<file path="src/common/gdc_pkg.sv">
// gdc_pkg: register map, field positions and codes of the dma channel.
// assumes a 32-bit ahb-lite register port and a 24-bit channel bus.
package gdc_pkg;
  // register byte offsets (low address byte)
  localparam logic [7:0] ADDR_MODE  = 8'h00;
  localparam logic [7:0] ADDR_SRC   = 8'h04;
  localparam logic [7:0] ADDR_DST   = 8'h08;
  localparam logic [7:0] ADDR_FC    = 8'h0c;
  localparam logic [7:0] ADDR_COUNT = 8'h10;
  localparam logic [7:0] ADDR_STAT  = 8'h14;
  // channel_mode fields
  localparam int MODE_RSVD    = 15;
  localparam int MODE_NORMAL_IRQ_ENABLE    = 13;
  localparam int MODE_ERROR_IRQ_ENABLE    = 12;
  localparam int MODE_REQUEST_GENERATION_LO = 10;
  localparam int MODE_SOURCE_INCREMENT    = 9;
  localparam int MODE_DESTINATION_INCREMENT    = 8;
  localparam int MODE_SOURCE_SIZE_LO = 6;
  localparam int MODE_DESTINATION_SIZE_LO = 4;
  localparam int MODE_BT_LO   = 2;
  localparam int MODE_RST     = 1;
  localparam int MODE_STR     = 0;
  localparam logic [15:0] MODE_RESET = 16'h0000;
  localparam logic [15:0] MODE_WMASK = 16'h7ffd;
  // channel_status fields
  localparam int STAT_DONE = 0;
  localparam int STAT_BES  = 1;
  localparam int STAT_BED  = 2;
  localparam logic [7:0] STAT_RESET = 8'h00;
  // request generation and operand size codes
  localparam logic [1:0] REQUEST_GENERATION_LIMITED = 2'h0;
  localparam logic [1:0] REQUEST_GENERATION_MAX     = 2'h1;
  localparam logic [1:0] SIZE_BYTE    = 2'h1;
  localparam logic [1:0] SIZE_WORD    = 2'h2;
  // bus cycles allowed per 8-cycle window: 75, 50, 25, 12.5 percent
  localparam logic [3:0] ALLOW_BT0 = 4'h6;
  localparam logic [3:0] ALLOW_BT1 = 4'h4;
  localparam logic [3:0] ALLOW_BT2 = 4'h2;
  localparam logic [3:0] ALLOW_BT3 = 4'h1;
  localparam logic [2:0] WIN_LAST  = 3'h7;
  // channel sequencer states
  typedef enum logic [1:0] {
    ST_IDLE  = 2'b00,
    ST_READ  = 2'b01,
    ST_WRITE = 2'b10
  } gdc_state_e;
endpackage

</file>
<file path="src/verilog/gdc_channel.sv">
// gdc_channel: one memory-to-memory dma channel with ahb-lite registers.
// assumes the channel bus answers each request with an ack or berr pulse
// on hclk, and that the watchdog error arrives as that berr pulse.
//
// Added by the designer: the register offsets and register access over AHB-Lite.
`timescale 1ns/1ps
module gdc_channel
  import gdc_pkg::*;
(
  input  wire logic        hclk,
  input  wire logic        hresetn,
  input  wire logic        hsel,
  input  wire logic [31:0] haddr,
  input  wire logic [1:0]  htrans,
  input  wire logic        hwrite,
  input  wire logic [2:0]  hsize,
  input  wire logic [31:0] hwdata,
  input  wire logic        hready,
  output logic             hreadyout,
  output logic             hresp,
  output logic [31:0]      hrdata,
  output logic             dma_req,
  output logic             dma_write,
  output logic             dma_word,
  output logic [23:0]      dma_addr,
  output logic [2:0]       dma_fc,
  output logic [15:0]      dma_wdata,
  input  wire logic [15:0] dma_rdata,
  input  wire logic        dma_ack,
  input  wire logic        dma_berr,
  output logic             irq
);

  // word operand when the size code says so
  function automatic logic size_word(input logic [1:0] code);
    size_word = (code == SIZE_WORD);
  endfunction

  gdc_state_e  state_reg;
  gdc_state_e  state_next;
  logic [15:0] mode_reg;
  logic [23:0] src_reg;
  logic [23:0] dst_reg;
  logic [7:0]  fc_reg;
  logic [15:0] count_reg;
  logic [7:0]  status_reg;
  logic [7:0]  status_next;
  logic [15:0] data_reg;
  logic [23:0] addr_reg;
  logic        word_reg;
  logic        moved_reg;
  logic [2:0]  win_reg;
  logic [7:0]  used_reg;
  logic        wr_pend_reg;
  logic [7:0]  wr_addr_reg;
  logic [31:0] hrdata_reg;

  wire        acc_w;
  wire [31:0] rd_mux_w;
  wire        wr_mode_w;
  wire        wr_src_w;
  wire        wr_dst_w;
  wire        wr_fc_w;
  wire        wr_count_w;
  wire        wr_stat_w;
  wire        sw_rst_w;
  wire [1:0]  request_generation_w;
  wire [1:0]  bt_w;
  wire [3:0]  allow_w;
  wire        budget_ok_w;
  wire        op_word_w;
  wire [23:0] step24_w;
  wire [15:0] step16_w;
  wire [15:0] count_dec_w;
  wire        last_w;
  wire        finished_w;
  wire        go_w;
  wire        ack_ok_w;
  wire        berr_w;
  wire        bes_ev_w;
  wire        bed_ev_w;
  wire        rd_done_w;
  wire        wr_done_w;
  wire        done_ev_w;
  wire        str_clr_w;
  wire [7:0]  set_w;
  wire [7:0]  clr_w;

  // zero-wait slave; every access answers okay
  assign hreadyout = 1'b1;
  assign hresp     = 1'b0;
  assign hrdata    = hrdata_reg;
  assign acc_w     = hsel && hready && htrans[1];

  // read mux, reserved and unmapped bits read as zero
  // upper source bits read zero
  assign rd_mux_w =
    (haddr[7:0] == ADDR_MODE)  ? {16'h0000, mode_reg} :
    (haddr[7:0] == ADDR_SRC)   ? {8'h00, src_reg} :
    (haddr[7:0] == ADDR_DST)   ? {8'h00, dst_reg} :
    (haddr[7:0] == ADDR_FC)    ? {24'h000000, fc_reg} :
    (haddr[7:0] == ADDR_COUNT) ? {16'h0000, count_reg} :
    (haddr[7:0] == ADDR_STAT)  ? {24'h000000, status_reg} :
    32'h00000000;

  // write decode in the data phase
  assign wr_mode_w  = wr_pend_reg && (wr_addr_reg == ADDR_MODE);
  assign wr_src_w   = wr_pend_reg && (wr_addr_reg == ADDR_SRC);
  assign wr_dst_w   = wr_pend_reg && (wr_addr_reg == ADDR_DST);
  assign wr_fc_w    = wr_pend_reg && (wr_addr_reg == ADDR_FC);
  assign wr_count_w = wr_pend_reg && (wr_addr_reg == ADDR_COUNT);
  assign wr_stat_w  = wr_pend_reg && (wr_addr_reg == ADDR_STAT);
  assign sw_rst_w   = wr_mode_w && hwdata[MODE_RST];

  // address phase capture; read data sampled at the address phase
  always_ff @(posedge hclk or negedge hresetn) begin
    if (!hresetn) begin
      wr_pend_reg <= 1'b0;
      wr_addr_reg <= 8'h00;
      hrdata_reg  <= 32'h00000000;
    end else begin
      wr_pend_reg <= acc_w && hwrite;
      if (acc_w) begin
        wr_addr_reg <= haddr[7:0];
      end
      if (acc_w && !hwrite) begin
        hrdata_reg <= rd_mux_w;
      end
    end
  end

  // mode fields and bandwidth budget
  assign request_generation_w = mode_reg[MODE_REQUEST_GENERATION_LO +: 2];
  assign bt_w   = mode_reg[MODE_BT_LO +: 2];
  assign allow_w = (bt_w == 2'h0) ? ALLOW_BT0 :
                   (bt_w == 2'h1) ? ALLOW_BT1 :
                   (bt_w == 2'h2) ? ALLOW_BT2 : ALLOW_BT3;
  // external codes never start a cycle
  assign budget_ok_w = (request_generation_w == REQUEST_GENERATION_MAX) ||
                       ((request_generation_w == REQUEST_GENERATION_LIMITED) && (used_reg < 8'(allow_w)));

  // operand size and pointer steps
  // word only when both sizes say word
  assign op_word_w = size_word(mode_reg[MODE_SOURCE_SIZE_LO +: 2]) &&
                     size_word(mode_reg[MODE_DESTINATION_SIZE_LO +: 2]) &&
                     !src_reg[0] && !dst_reg[0] && (count_reg != 16'h0001);
  assign step24_w  = word_reg ? 24'h000002 : 24'h000001;
  assign step16_w  = word_reg ? 16'h0002 : 16'h0001;
  // zero count wraps, so zero moves 64K
  assign count_dec_w = count_reg - step16_w;
  assign last_w      = (count_dec_w == 16'h0000);
  assign finished_w  = moved_reg && (count_reg == 16'h0000);
  assign go_w = mode_reg[MODE_STR] && !finished_w && budget_ok_w && !sw_rst_w;

  // bus answers and channel events
  // the berr input carries only the watchdog error
  assign ack_ok_w  = dma_req && dma_ack && !dma_berr;
  assign berr_w    = dma_req && dma_berr && !sw_rst_w;
  assign bes_ev_w  = (state_reg == ST_READ) && berr_w;
  assign bed_ev_w  = (state_reg == ST_WRITE) && berr_w;
  assign rd_done_w = (state_reg == ST_READ) && ack_ok_w && !sw_rst_w;
  assign wr_done_w = (state_reg == ST_WRITE) && ack_ok_w && !sw_rst_w;
  assign done_ev_w = wr_done_w && last_w;
  assign str_clr_w = done_ev_w || bes_ev_w || bed_ev_w;

  // sequencer: idle, read operand, write operand
  always_comb begin
    state_next = state_reg;
    case (state_reg)
      ST_IDLE: begin
        // a cleared start bit holds the channel here
        if (go_w) begin
          state_next = ST_READ;
        end
      end
      ST_READ: begin
        if (berr_w) begin
          state_next = ST_IDLE;
        end else if (ack_ok_w) begin
          state_next = ST_WRITE;
        end
      end
      ST_WRITE: begin
        if (berr_w || ack_ok_w) begin
          state_next = ST_IDLE;
        end
      end
      default: begin
        state_next = ST_IDLE;
      end
    endcase
    // software reset abandons the bus cycle
    if (sw_rst_w) begin
      state_next = ST_IDLE;
    end
  end

  always_ff @(posedge hclk or negedge hresetn) begin
    if (!hresetn) begin
      state_reg <= ST_IDLE;
    end else begin
      state_reg <= state_next;
    end
  end

  // 8-cycle window of bus use; overrun past the share carries on as debt, so long
  always_ff @(posedge hclk or negedge hresetn) begin
    if (!hresetn) begin
      win_reg  <= 3'h0;
      used_reg <= 8'h00;
    end else begin
      win_reg  <= win_reg + 3'h1;
      used_reg <= (win_reg != WIN_LAST) ? used_reg + 8'(dma_req) :
        (used_reg + 8'(dma_req) > 8'(allow_w)) ? used_reg + 8'(dma_req) - 8'(allow_w) : 8'h00;
    end
  end

  // channel_mode: a software write beats the automatic start clear
  always_ff @(posedge hclk or negedge hresetn) begin
    if (!hresetn) begin
      mode_reg <= MODE_RESET;
    end else if (sw_rst_w) begin
      // reset bit clears the whole mode
      mode_reg <= MODE_RESET;
    end else if (wr_mode_w) begin
      mode_reg <= hwdata[15:0] & MODE_WMASK;
    end else if (str_clr_w) begin
      // start drops when finished or failed
      mode_reg[MODE_STR] <= 1'b0;
    end
  end

  // status: write one to clear, a new event wins over the clear
  // flags ignore both irq enables
  // done on a clean final operand
  assign set_w = {5'h00, bed_ev_w, bes_ev_w, done_ev_w};
  assign clr_w = wr_stat_w ? hwdata[7:0] : 8'h00;
  assign status_next = sw_rst_w ? STAT_RESET : ((status_reg & ~clr_w) | set_w);

  always_ff @(posedge hclk or negedge hresetn) begin
    if (!hresetn) begin
      status_reg <= STAT_RESET;
    end else begin
      status_reg <= status_next;
    end
  end

  // pointers, count and function code; software writes take priority
  always_ff @(posedge hclk or negedge hresetn) begin
    if (!hresetn) begin
      src_reg   <= 24'h000000;
      dst_reg   <= 24'h000000;
      fc_reg    <= 8'h00;
      count_reg <= 16'h0000;
      moved_reg <= 1'b0;
    end else begin
      // only the low 24 bits are kept
      if (wr_src_w) begin
        src_reg <= hwdata[23:0];
      end else if (rd_done_w && mode_reg[MODE_SOURCE_INCREMENT]) begin
        src_reg <= src_reg + step24_w;
      end
      if (wr_dst_w) begin
        dst_reg <= hwdata[23:0];
      end else if (wr_done_w && mode_reg[MODE_DESTINATION_INCREMENT]) begin
        dst_reg <= dst_reg + step24_w;
      end
      // software must load this before starting
      if (wr_fc_w) begin
        fc_reg <= hwdata[7:0];
      end
      if (wr_count_w) begin
        count_reg <= hwdata[15:0];
        moved_reg <= 1'b0;
      end else if (wr_done_w) begin
        count_reg <= count_dec_w;
        moved_reg <= 1'b1;
      end
    end
  end

  // bus cycle address, size and data, latched when a read or a write phase begins
  always_ff @(posedge hclk or negedge hresetn) begin
    if (!hresetn) begin
      addr_reg <= 24'h000000;
      word_reg <= 1'b0;
      data_reg <= 16'h0000;
    end else if (state_reg == ST_IDLE && state_next == ST_READ) begin
      addr_reg <= src_reg;
      word_reg <= op_word_w;
    end else if (rd_done_w) begin
      addr_reg <= dst_reg;
      data_reg <= word_reg ? dma_rdata : {8'h00, dma_rdata[7:0]};
    end
  end

  // channel bus outputs; byte operands ride in the low lane
  // function code lines follow the register
  assign dma_req   = (state_reg != ST_IDLE);
  assign dma_write = (state_reg == ST_WRITE);
  assign dma_word  = word_reg;
  assign dma_addr  = addr_reg;
  assign dma_fc    = fc_reg[2:0];
  assign dma_wdata = data_reg;

  // request to the interrupt controller, a level until flags clear
  // normal request needs its enable
  assign irq = (mode_reg[MODE_NORMAL_IRQ_ENABLE] && status_reg[STAT_DONE]) ||
               (mode_reg[MODE_ERROR_IRQ_ENABLE] && (status_reg[STAT_BES] || status_reg[STAT_BED]));
endmodule

</file>
<file path="config.mk">
export PLATFORM = sky130hd
export DESIGN_NAME = gdc_channel
export DESIGN_NICKNAME = d
export VERILOG_FILES = /design/src/common/gdc_pkg.sv /design/src/verilog/gdc_channel.sv
export SDC_FILE = /design/constraint.sdc
export NUM_CORES = 1
export LEC_CHECK = 0
export BUFFER_PORTS_ARGS = -buffer_cell sky130_fd_sc_hd__buf_2
export CORE_MARGIN = 3
export CORE_UTILIZATION = 40
export CTS_CLUSTER_SIZE = 10
export DETAILED_ROUTE_END_ITERATION = 6
export SLEW_MARGIN = 5
export SYNTH_ARGS = -nofsm -noshare
export SYNTH_HDL_FRONTEND = slang
export SYNTH_SLANG_ARGS = --single-unit
</file>
<file path="constraint.sdc">
create_clock -name hclk -period 6.2 [get_ports hclk]
set_input_delay 0.62 -clock hclk [delete_from_list [all_inputs] [get_ports hclk]]
set_output_delay 0.62 -clock hclk [all_outputs]
set_load 0.05 [all_outputs]
</file>
# ---- Word level (Yosys, flattened, before mapping)
# Cells that the tools add are included.
dict set report op_classes {
  n_addsub 6
  mux 36
  eq_ne 20
  n_reduce_logical 63
  magnitude_cmp 2
  n_bitwise 4
}
# operator n
set ops {}
lappend ops {{24-bit two-way mux} 9}
lappend ops {{16-bit two-way mux} 6}
lappend ops {{24-bit by 2-bit adder with 24-bit output} 2}
lappend ops {{8-bit two-way mux} 5}
lappend ops {{1-bit logical AND} 36}
lappend ops {{8-bit by 4-bit == test with 1-bit output (second input constant)} 4}
lappend ops {{8-bit by 5-bit == test with 1-bit output (second input constant)} 4}
lappend ops {{16-bit logical NOT} 2}
lappend ops {{8-bit by 3-bit == test with 1-bit output (second input constant)} 2}
lappend ops {{8-bit logical NOT} 2}
lappend ops {{2-bit two-way mux} 8}
lappend ops {{16-bit by 1-bit != test with 1-bit output (second input constant)} 1}
lappend ops {{16-bit by 2-bit subtractor with 16-bit output} 1}
lappend ops {{15-bit two-way mux} 1}
lappend ops {{2-bit nonzero test} 6}
lappend ops {{8-bit by 1-bit adder with 8-bit output} 1}
lappend ops {{8-bit bitwise AND} 1}
lappend ops {{2-bit by 1-bit == test with 1-bit output (second input constant)} 4}
lappend ops {{2-bit == test (second input constant)} 4}
lappend ops {{8-bit by 3-bit greater-than comparator with 1-bit output} 1}
lappend ops {{8-bit by 3-bit < comparator with 1-bit output} 1}
lappend ops {{8-bit inverter} 1}
lappend ops {{8-bit by 3-bit OR with 8-bit output} 1}
lappend ops {{8-bit by 3-bit subtractor with 8-bit output} 1}
lappend ops {{11 further kinds} 27}
dict set report word_totals {
  out_inout_bits 81
  inputBits 92
  wordCells 148
  ff_bits 192
}

# ---- Depth between registers and ports, before layout
# Gate-level depths: netlist of run 1.
dict set report logic_depth {
  depth_word 16
  ltp_mapped 11
  ltp_nobuf 11
}

# ---- Least setup slack after synthesis of run 1
# Ideal clock, no wire load.
dict set report synth_path {
  kind {reg-to-reg}
  from {register word_reg, in the netlist dma_word}
  to {register mode_reg[0]}
  arrival_ns 3.213
  setup_ns 0.153
  path_slack_ns 2.834
  t_required_ns 6.047
  synth_period_minus_slack_ns 3.366
  path_stages_with_launch 10
  path_buffers 1
  path_cell_list {dfrtp_1 > clkbuf_1 > inv_1 > ha_1 > fa_1 > or3b_2 > o22ai_1 > nand4_1 > a2111oi_0 > o32ai_1}
}
dict set report synth_between {
  elab_chain_cells 7
}
# element line_no
set synth_rtl {}
lappend synth_rtl {{start, declared} gdc_channel.sv:50} ;# logic word_reg;
lappend synth_rtl {{start signal, assigned} gdc_channel.sv:290} ;# word_reg <= op_word_w;
lappend synth_rtl {{2-bit two-way mux} gdc_channel.sv:148} ;# assign step16_w = word_reg ? 16'h0002 : 16'h0001;
lappend synth_rtl {{16-bit by 2-bit subtractor with 16-bit output} gdc_channel.sv:150} ;# assign count_dec_w = count_reg - step16_w;
lappend synth_rtl {{16-bit logical NOT} gdc_channel.sv:151} ;# assign last_w = (count_dec_w == 16'h0000);
lappend synth_rtl {{1-bit logical AND} gdc_channel.sv:163} ;# assign done_ev_w = wr_done_w && last_w;
lappend synth_rtl {{1-bit logical OR (2 in series)} gdc_channel.sv:164} ;# assign str_clr_w = done_ev_w || bes_ev_w || bed_ev_w;
lappend synth_rtl {{3-bit nonzero test (no line)} n/a}
lappend synth_rtl {{end signal, assigned} gdc_channel.sv:226} ;# mode_reg <= hwdata[15:0] & MODE_WMASK;
lappend synth_rtl {{end, declared} gdc_channel.sv:41} ;# logic [15:0] mode_reg;
# No other way between the ends.
# A chain may end at the register's enable or synchronous reset.

# ---- Worst setup path after layout of run 1
# Same ends and word-level chain as after synthesis.

==> results of run 1 <==
cells in the final DEF (no fill, tap or decap), types with 15 or more instances in the layout:
cell	netlist	final
nand2_1	199	199
dfrtp_1	182	182
buf_2	6	125
o21ai_0	110	110
nor2_1	82	82
a22oi_1	42	42
a21oi_1	40	40
xor2_1	39	39
nand3_1	33	32
xnor2_1	32	32
inv_1	24	24
mux2_2	18	18
nor3_1	19	17
clkbuf_16	0	17
nand4_1	15	15
ha_1	15	15
buf_4	13	15
worst register-to-register path: stages (launching register included):
cell and delay (ns):
dfrtp_1 0.60, inv_1 0.38, ha_1 0.25, fa_1 0.33, nor4b_1 0.68, nand3_1 0.15, mux2i_1 0.15, a22oi_1 0.11
a2111oi_0 0.81, o32ai_1 0.20
cell type report:
class                      count  share of cell area (%)
tap                          319                    3.53
timing repair buffer         141                    6.65
inverter                      24                   0.797
sequential                   182                    40.3
clock inverter                15                    1.59
multi-input combinational    813                    43.4
clock buffer                  17                    3.76
report_power, final:
part           internal (mW)  total, mW  switching, mW
combinational          0.378       1.23          0.854
clock                  0.546       1.10          0.549
sequential              1.40       1.63          0.234
cell families after synthesis:
logic type / count (synthesis)
xor gates and xnor gates: 71
and+or+nand+nor: 432
other: 2
AOI/OAI and AO/OA: 257
adders and majority gates: 19
DFF: 182
buffers and inverters: 103
muxes: 24
through the flow:
stage,area (um2),hold WS (ns),setup WS (ns),cells
6_report,11300,0.195,2.39,1511
5_1_grt,11300,0.224,2.05,1511
4_1_cts,11300,0.232,2.39,1511
3_5_place_dp,10700,0.420,2.44,1479
3_3_place_gp,10700,0.413,2.43,1479
2_1_floorplan,9860,0.324,2.83,1098
routing by layer:
metal  track usage [%]  up-vias  share of wire (%)
met1              32.6     4074                 46
met2              34.4      328                 44
met4              6.57        0                2.7
met3              4.09       53                7.0
li1                  -     4006                  -
met5                 0        -                  0
worst min-delay path by stage:
stage,startpoint,endpoint,slack [ns],depth (start not counted)
global placement,win_reg[0],win_reg[0],0.41,1
global route,hresetn,dst_reg[23],0.22,1
CTS,hresetn,dma_addr[22],0.23,1
floorplan,hresetn,count_reg[0],0.32,0
detailed placement,win_reg[0],win_reg[0],0.42,1
finish,hresetn,dma_addr[22],0.20,1
==> results.md, run 1 <==
* Io pins at 173
* Tot GR Track Use at 22.5%
* Setup crit start: dma_word
* Critical path class: flop to flop
* Status: complete, no violations
* Synthesis warning total at 0
* Overall routed net length at 29300 um
* Rows at 56
* Reg clk slew, reported paths at 0.08 ns
* Setup Skew at 0.0139 ns
* PortBufs at 126
* Clock latency on the worst-skew pair at 0.44 ns
* RSZ-0062 raised after global routing: no
* Final setup TNS at 0 ns
* Total Nets Final at 1290
* Largest vdd supply drop at 0.000196 V
* First-iteration detailed-routing DRC count at 861
* Flops & latches, synth at 182
* CTS tree: built
* DP Wirelength at 21000 um
* Worst relative slew slack at 29.4%
* Initial antenna violation count at 0
* Top FF cell, synth: dfrtp_1
* Most common library cells after synthesis: 199 x nand2_1, 182 x dfrtp_1, 110 x o21ai_0, 82 x nor2_1, 57 x clkbuf_1
* Pwr Total at 3.96 mW
* Share of cells above drive strength 1 at 17.7%
* Largest family of logic cells by synthesized area: simple AND/OR/NAND/NOR gates
* Worst path slowest cell: a2111oi_0
* Setup bufs post-CTS at 0
* R2r setup slk at 2.39 ns
* Vias in the first global route at 8084
* Vias per inst at 5.60
* Synth Area in Adders at 2.72%
* Syn-to-layout area delta at 14.9%
* Core ar. at 23800 um2
* Nature of the critical path startpoint: flop
* Width of the die at 163 um
* Root buf cell: clkbuf_16
* DRC at 0
* Filler cells at 2323
* Worst path bufs/invs at 1
* Vias at 8461
* Fmax at 262 MHz
* Clock Tree Buf Depth at 2
* Register area at 4550 um2
* # hold bufs at CTS at 0
* Die area at 26500 um2
* CP peak stage delay at 0.81 ns
* Synth Area per Inst at 9.02 um2
* Diodes inserted at 0
* Pwr/cell area at 350 nW/um2
* Post-Syn Area at 9830 um2
* Top delay family on crit path: compound AO/OA/AOI/OAI gates
* Yosys top cell area share at 46.3%
* Max-cap viol count at 0
* WP data required at 6.47 ns
* Crit path cell chain: inv_1 -> ha_1 -> fa_1 -> nor4b_1 -> nand3_1 -> mux2i_1 -> a22oi_1 -> a2111oi_0 -> o32ai_1
* XOR/XNOR Fraction of Synth Area at 6.32%
* Die outline height at 163 um
* Synth area leader: dfrtp_1
* EDFF count, synth at 0
* CTS Buf Count at 17
* Cell with the most instances after synthesis: nand2_1
* R2r startpoint: dma_word
* Synth async-reset ratio at 100%
* Post-Syn Instances at 1090
* Initial core utilization at 41.3%
* Multiplexer share of the synthesized area at 2.67%
* Seq/Total Area, Yosys at 46.3%
* Post-route antenna net violation count at 0
* Crit path max fanout at 13
* Data arrival time of the worst path at 4.08 ns
* Setup violators final at 0
* Slew Viols, Final at 0
* Class of the worst hold path: input port to async pin
* Final hold viol count at 0
* CTS H-tree depth at 4
* Drt first pass iters at 6
* Total congestion overflow at 0
* Synth Area in Simple Gates at 20.8%
* Stages on worst setup path at 9
* Worst R2R End: mode_reg[0]
* Multi-input logic area at 4900 um2
* Final Cycle Share at 61.5%
* First-pass GRT wire length at 46500 um
* Library cells used by synthesis at 63
* Compound-gate portion of the synthesized area at 16.5%
* GPL Wtd Cong at 0.905
* Crit path capture type: flop
* Leak at 5.04 nW
* Post_cts resized at 0
* Post-layout util at 47.4%
* Top cells by area, synth: dfrtp_1 46%, nand2_1 7.6%, o21ai_0 5.6%
* Worst setup path endpoint: mode_reg[0]
* Sink Count at 182
* R2R depth at 9
* Minimum clock period at 3.81 ns
* Wirelength per Cell at 19.4 um
* Pin count of the biggest net entering global routing at 81
* Worst slew pin tran at 1.04 ns
No activity file was read; power rests on OpenSTA's default activity.
==> run 2, diff against run 1 <==
--- a/config.mk
+++ b/config.mk
@@ -5,6 +5,7 @@
 export SDC_FILE = /design/constraint.sdc
 export NUM_CORES = 1
 export LEC_CHECK = 0
+export ABC_AREA = 1
 export BUFFER_PORTS_ARGS = -buffer_cell sky130_fd_sc_hd__buf_2
 export CORE_MARGIN = 3
 export CORE_UTILIZATION = 40
==> constraint.sdc (replaced) <==
create_clock -name hclk -period 3.3 [get_ports hclk]
set_input_delay 0.33 -clock hclk [delete_from_list [all_inputs] [get_ports hclk]]
set_output_delay 0.33 -clock hclk [all_outputs]
set_load 0.05 [all_outputs]
==> results.md, run 2 <==
* Reg clk slew, reported paths at 0.08 ns (about the same)
* Top FF cell, synth: dfrtp_1
* Fmax at 364 MHz (+39%)
* Minimum clock period at 2.75 ns (-1.07 ns)
* Setup Skew at 0.0123 ns (-0.00161 ns)
* Critical path class: flop to flop
* DP Wirelength at 25700 um (+22%)
* Placed cells at 1843 (+25%)
* Worst relative slew slack at 43.6% (+14 points)
* Total congestion overflow at 0 (unchanged)
* R2R depth at 12 (+3)
* Synth async-reset ratio at 100% (unchanged)
* Flops & latches, synth at 182 (unchanged)
* Setup bufs post-CTS at 0 (unchanged)
* CTS H-tree depth at 4 (unchanged)
* Diodes inserted at 0 (unchanged)
* Vias in the first global route at 9305 (+15%)
* Filler cells at 2624 (+13%)
* Max-cap viol count at 0 (unchanged)
* Wirelength per Cell at 18.4 um (-5.2%)
* Register area at 4550 um2 (unchanged)
* First-pass GRT wire length at 53800 um (+16%)
* Sink Count at 182 (unchanged)
* Hold Path Sink: dma_wdata[3]
* Final Cycle Share at 83.2% (+22 points)
* DRC at 0 (unchanged)
* R2r setup slk at 0.55 ns (-1.83 ns)
* Top cells by area, synth: dfrtp_1 43%, nand2_1 16%, nand3_1 7.8%
* Die area at 28300 um2 (+6.7%)
* Final setup TNS at 0 ns (unchanged)
* Status: complete, no violations
* Synthesis warning total at 0 (unchanged)
* Overall routed net length at 34500 um (+18%)
* Die outline height at 168 um (+3.3%)
* Multi-input logic area at 5050 um2 (+3.0%)
* Total Nets Final at 1644 (+27%)
* Cell with the most instances after synthesis: nand2_1
* DP Worst Slack at 0.620 ns (-1.82 ns)
* Post-route antenna net violation count at 0 (unchanged)
* Share of cells above drive strength 1 at 13.1% (-4.6 points)
* Setup violators final at 0 (unchanged)
* Largest vdd supply drop at 0.000376 V (+91%)
* Pwr Total at 6.34 mW (+60%)
* Worst slew pin tran at 0.839 ns (-0.206 ns)
* Nature of the critical path startpoint: flop
* Pwr/cell area at 530 nW/um2 (+51%)
* Clock Tree Buf Depth at 2 (unchanged)
* Post-Syn Area at 10500 um2 (+7.0%)
* HP Start: dma_rdata[3]
* Initial antenna violation count at 0 (unchanged)
* Final worst slack at 0.555 ns (-1.83 ns)
* Commonest non-fill, non-tap cell in the layout: nand2_1
* RSZ-0062 raised after global routing: no
* Top delay family on crit path: simple AND/OR/NAND/NOR gates
* Data arrival time of the worst path at 3.12 ns (-0.96 ns)
* Io pins at 173 (unchanged)
* Clock latency on the worst-skew pair at 0.44 ns (about the same)
* PortBufs at 126 (unchanged)
* R2r startpoint: dma_word
* Synth area leader: dfrtp_1
* Final hold viol count at 0 (unchanged)
* EDFF count, synth at 0 (unchanged)
* Crit path capture type: flop
* Rows at 58 (+3.6%)
* Vias per inst at 5.30 (-5.3%)
* Worst path bufs/invs at 2 (+1)
* Crit path max fanout at 6 (-7)
* CP most frequent cell: nand3_1
* Most common library cells after synthesis: 447 x nand2_1, 182 x dfrtp_1, 165 x nand3_1, 143 x inv_1, 105 x nor2_1
* Seq/Total Area, Yosys at 43.3% (-3.0 points)
* Worst R2R End: src_reg[12]
* Drt first pass iters at 6 (unchanged)
* Post-Layout Cell Count at 1876 (+24%)
* Most frequent cells in the layout: 447 x nand2_1, 182 x dfrtp_1, 165 x nand3_1
* Initial core utilization at 41.2% (-0.093 points)
* Yosys top cell area share at 43.3% (-3.0 points)
* GPL Wtd Cong at 0.921 (+1.9%)
* First-iteration detailed-routing DRC count at 1025 (+19%)
* CTS tree: built
* Root buf cell: clkbuf_16
* Worst hold stages at 3
* Leak at 6.20 nW (+23%)
* Crit path cell chain: inv_1 -> ha_1 -> inv_1 -> fa_1 -> nor2_1 -> nand3_1 -> nor2_2 -> nand3_1 -> nor2_1 -> xor2_1 -> nand2_1 -> nand3_1
* Tot GR Track Use at 24.5% (+2.0 points)
* Worst path slowest cell: fa_1
* Vias at 9950 (+18%)
* Pin count of the biggest net entering global routing at 94 (+16%)
* Core ar. at 25500 um2 (+7.2%)
* Post-Syn Instances at 1433 (+31%)
* CTS Buf Count at 17 (unchanged)
* CP peak stage delay at 0.42 ns (-0.39 ns)
* Synth Area per Inst at 7.34 um2 (-19%)
* Slew Viols, Final at 0 (unchanged)
* Class of the worst hold path: input port to flop
* WP data required at 3.67 ns (-2.80 ns)
* Syn-to-layout area delta at 13.7%
* Width of the die at 168 um (+3.3%)
* Library cells used by synthesis at 38 (-40%)
-- run 2: cell type report --
type / instances / share of cell area [%]
repair buffers: 142 / 6.47
clock inverters: 15 / 1.35
flip-flops and latches: 182 / 38.1
inverters: 157 / 4.92
clock buffers: 17 / 3.55
multi-input cells: 1033 / 42.2
well taps: 330 / 3.45
-- run 2: worst register-to-register path, cell delays in order, from the launching register on --
cell and delay (ns):
dfrtp_1 0.38, inv_1 0.26, ha_1 0.27, inv_1 0.09
fa_1 0.42, nor2_1 0.19, nand3_1 0.21, nor2_2 0.22
nand3_1 0.17, nor2_1 0.15, xor2_1 0.17, nand2_1 0.07
nand3_1 0.10
-- run 2: power by group --
part / leakage [nW] / internal (mW) / switching, mW
sequential: 2.35 / 2.48 / 0.287
combinational: 3.57 / 0.478 / 1.01
clock: 0.287 / 1.07 / 1.01
total: 6.20 / 4.03 / 2.31
-- run 2: worst max-delay path by stage --
stage                 startpoint          end  slack, ns  depth (start not counted)
floorplan               dma_word  src_reg[12]       0.46                         13
global placement        dma_word  src_reg[12]       0.64                         12
detailed placement      dma_word  src_reg[18]       0.62                         12
CTS                     dma_word  src_reg[18]       0.59                         12
global route        state_reg[0]  used_reg[2]       0.34                         11
finish                  dma_word  src_reg[12]       0.55                         12
-- run 2: kinds of logic after synthesis --
kind of cell,count (synthesis),share of synthesized area (%)
buffers and inverters,226,9.00
and+or+nand+nor,797,32.4
AOI/OAI and AO/OA,148,7.73
other,2,0.0714
DFF,182,43.3
adders and majority gates,19,2.55
xor gates and xnor gates,59,4.91
-- run 2: through the flow --
step / utilization, % / instance area (um2) / hold WS [ns]
2_1_floorplan: - / 10600 / 0.0344
3_3_place_gp: 44.5 / 11400 / 0.414
3_5_place_dp: 44.5 / 11400 / 0.419
4_1_cts: 46.8 / 12000 / 0.0588
5_1_grt: 46.8 / 12000 / 0.0600
6_report: 46.8 / 12000 / 0.0737
-- run 2: timing repair --
| item | CTS | global route |
|---|---|---|
| resized for setup | 0 | 0 |
| setup endpoints to repair | 0 | 0 |
| hold endpoints to repair | 3 | 0 |
| hold buffers | 1 | 0 |
-- run 2: metal layers --
layer	share of wire (%)	track usage [%]	routed length (um)	vias to the layer above
met5	0	0	0	-
met4	2.2	6.55	757	0
met3	8.5	5.05	2940	37
met2	43	35.8	14800	414
met1	46	36.9	16000	4721
li1	-	-	-	4778
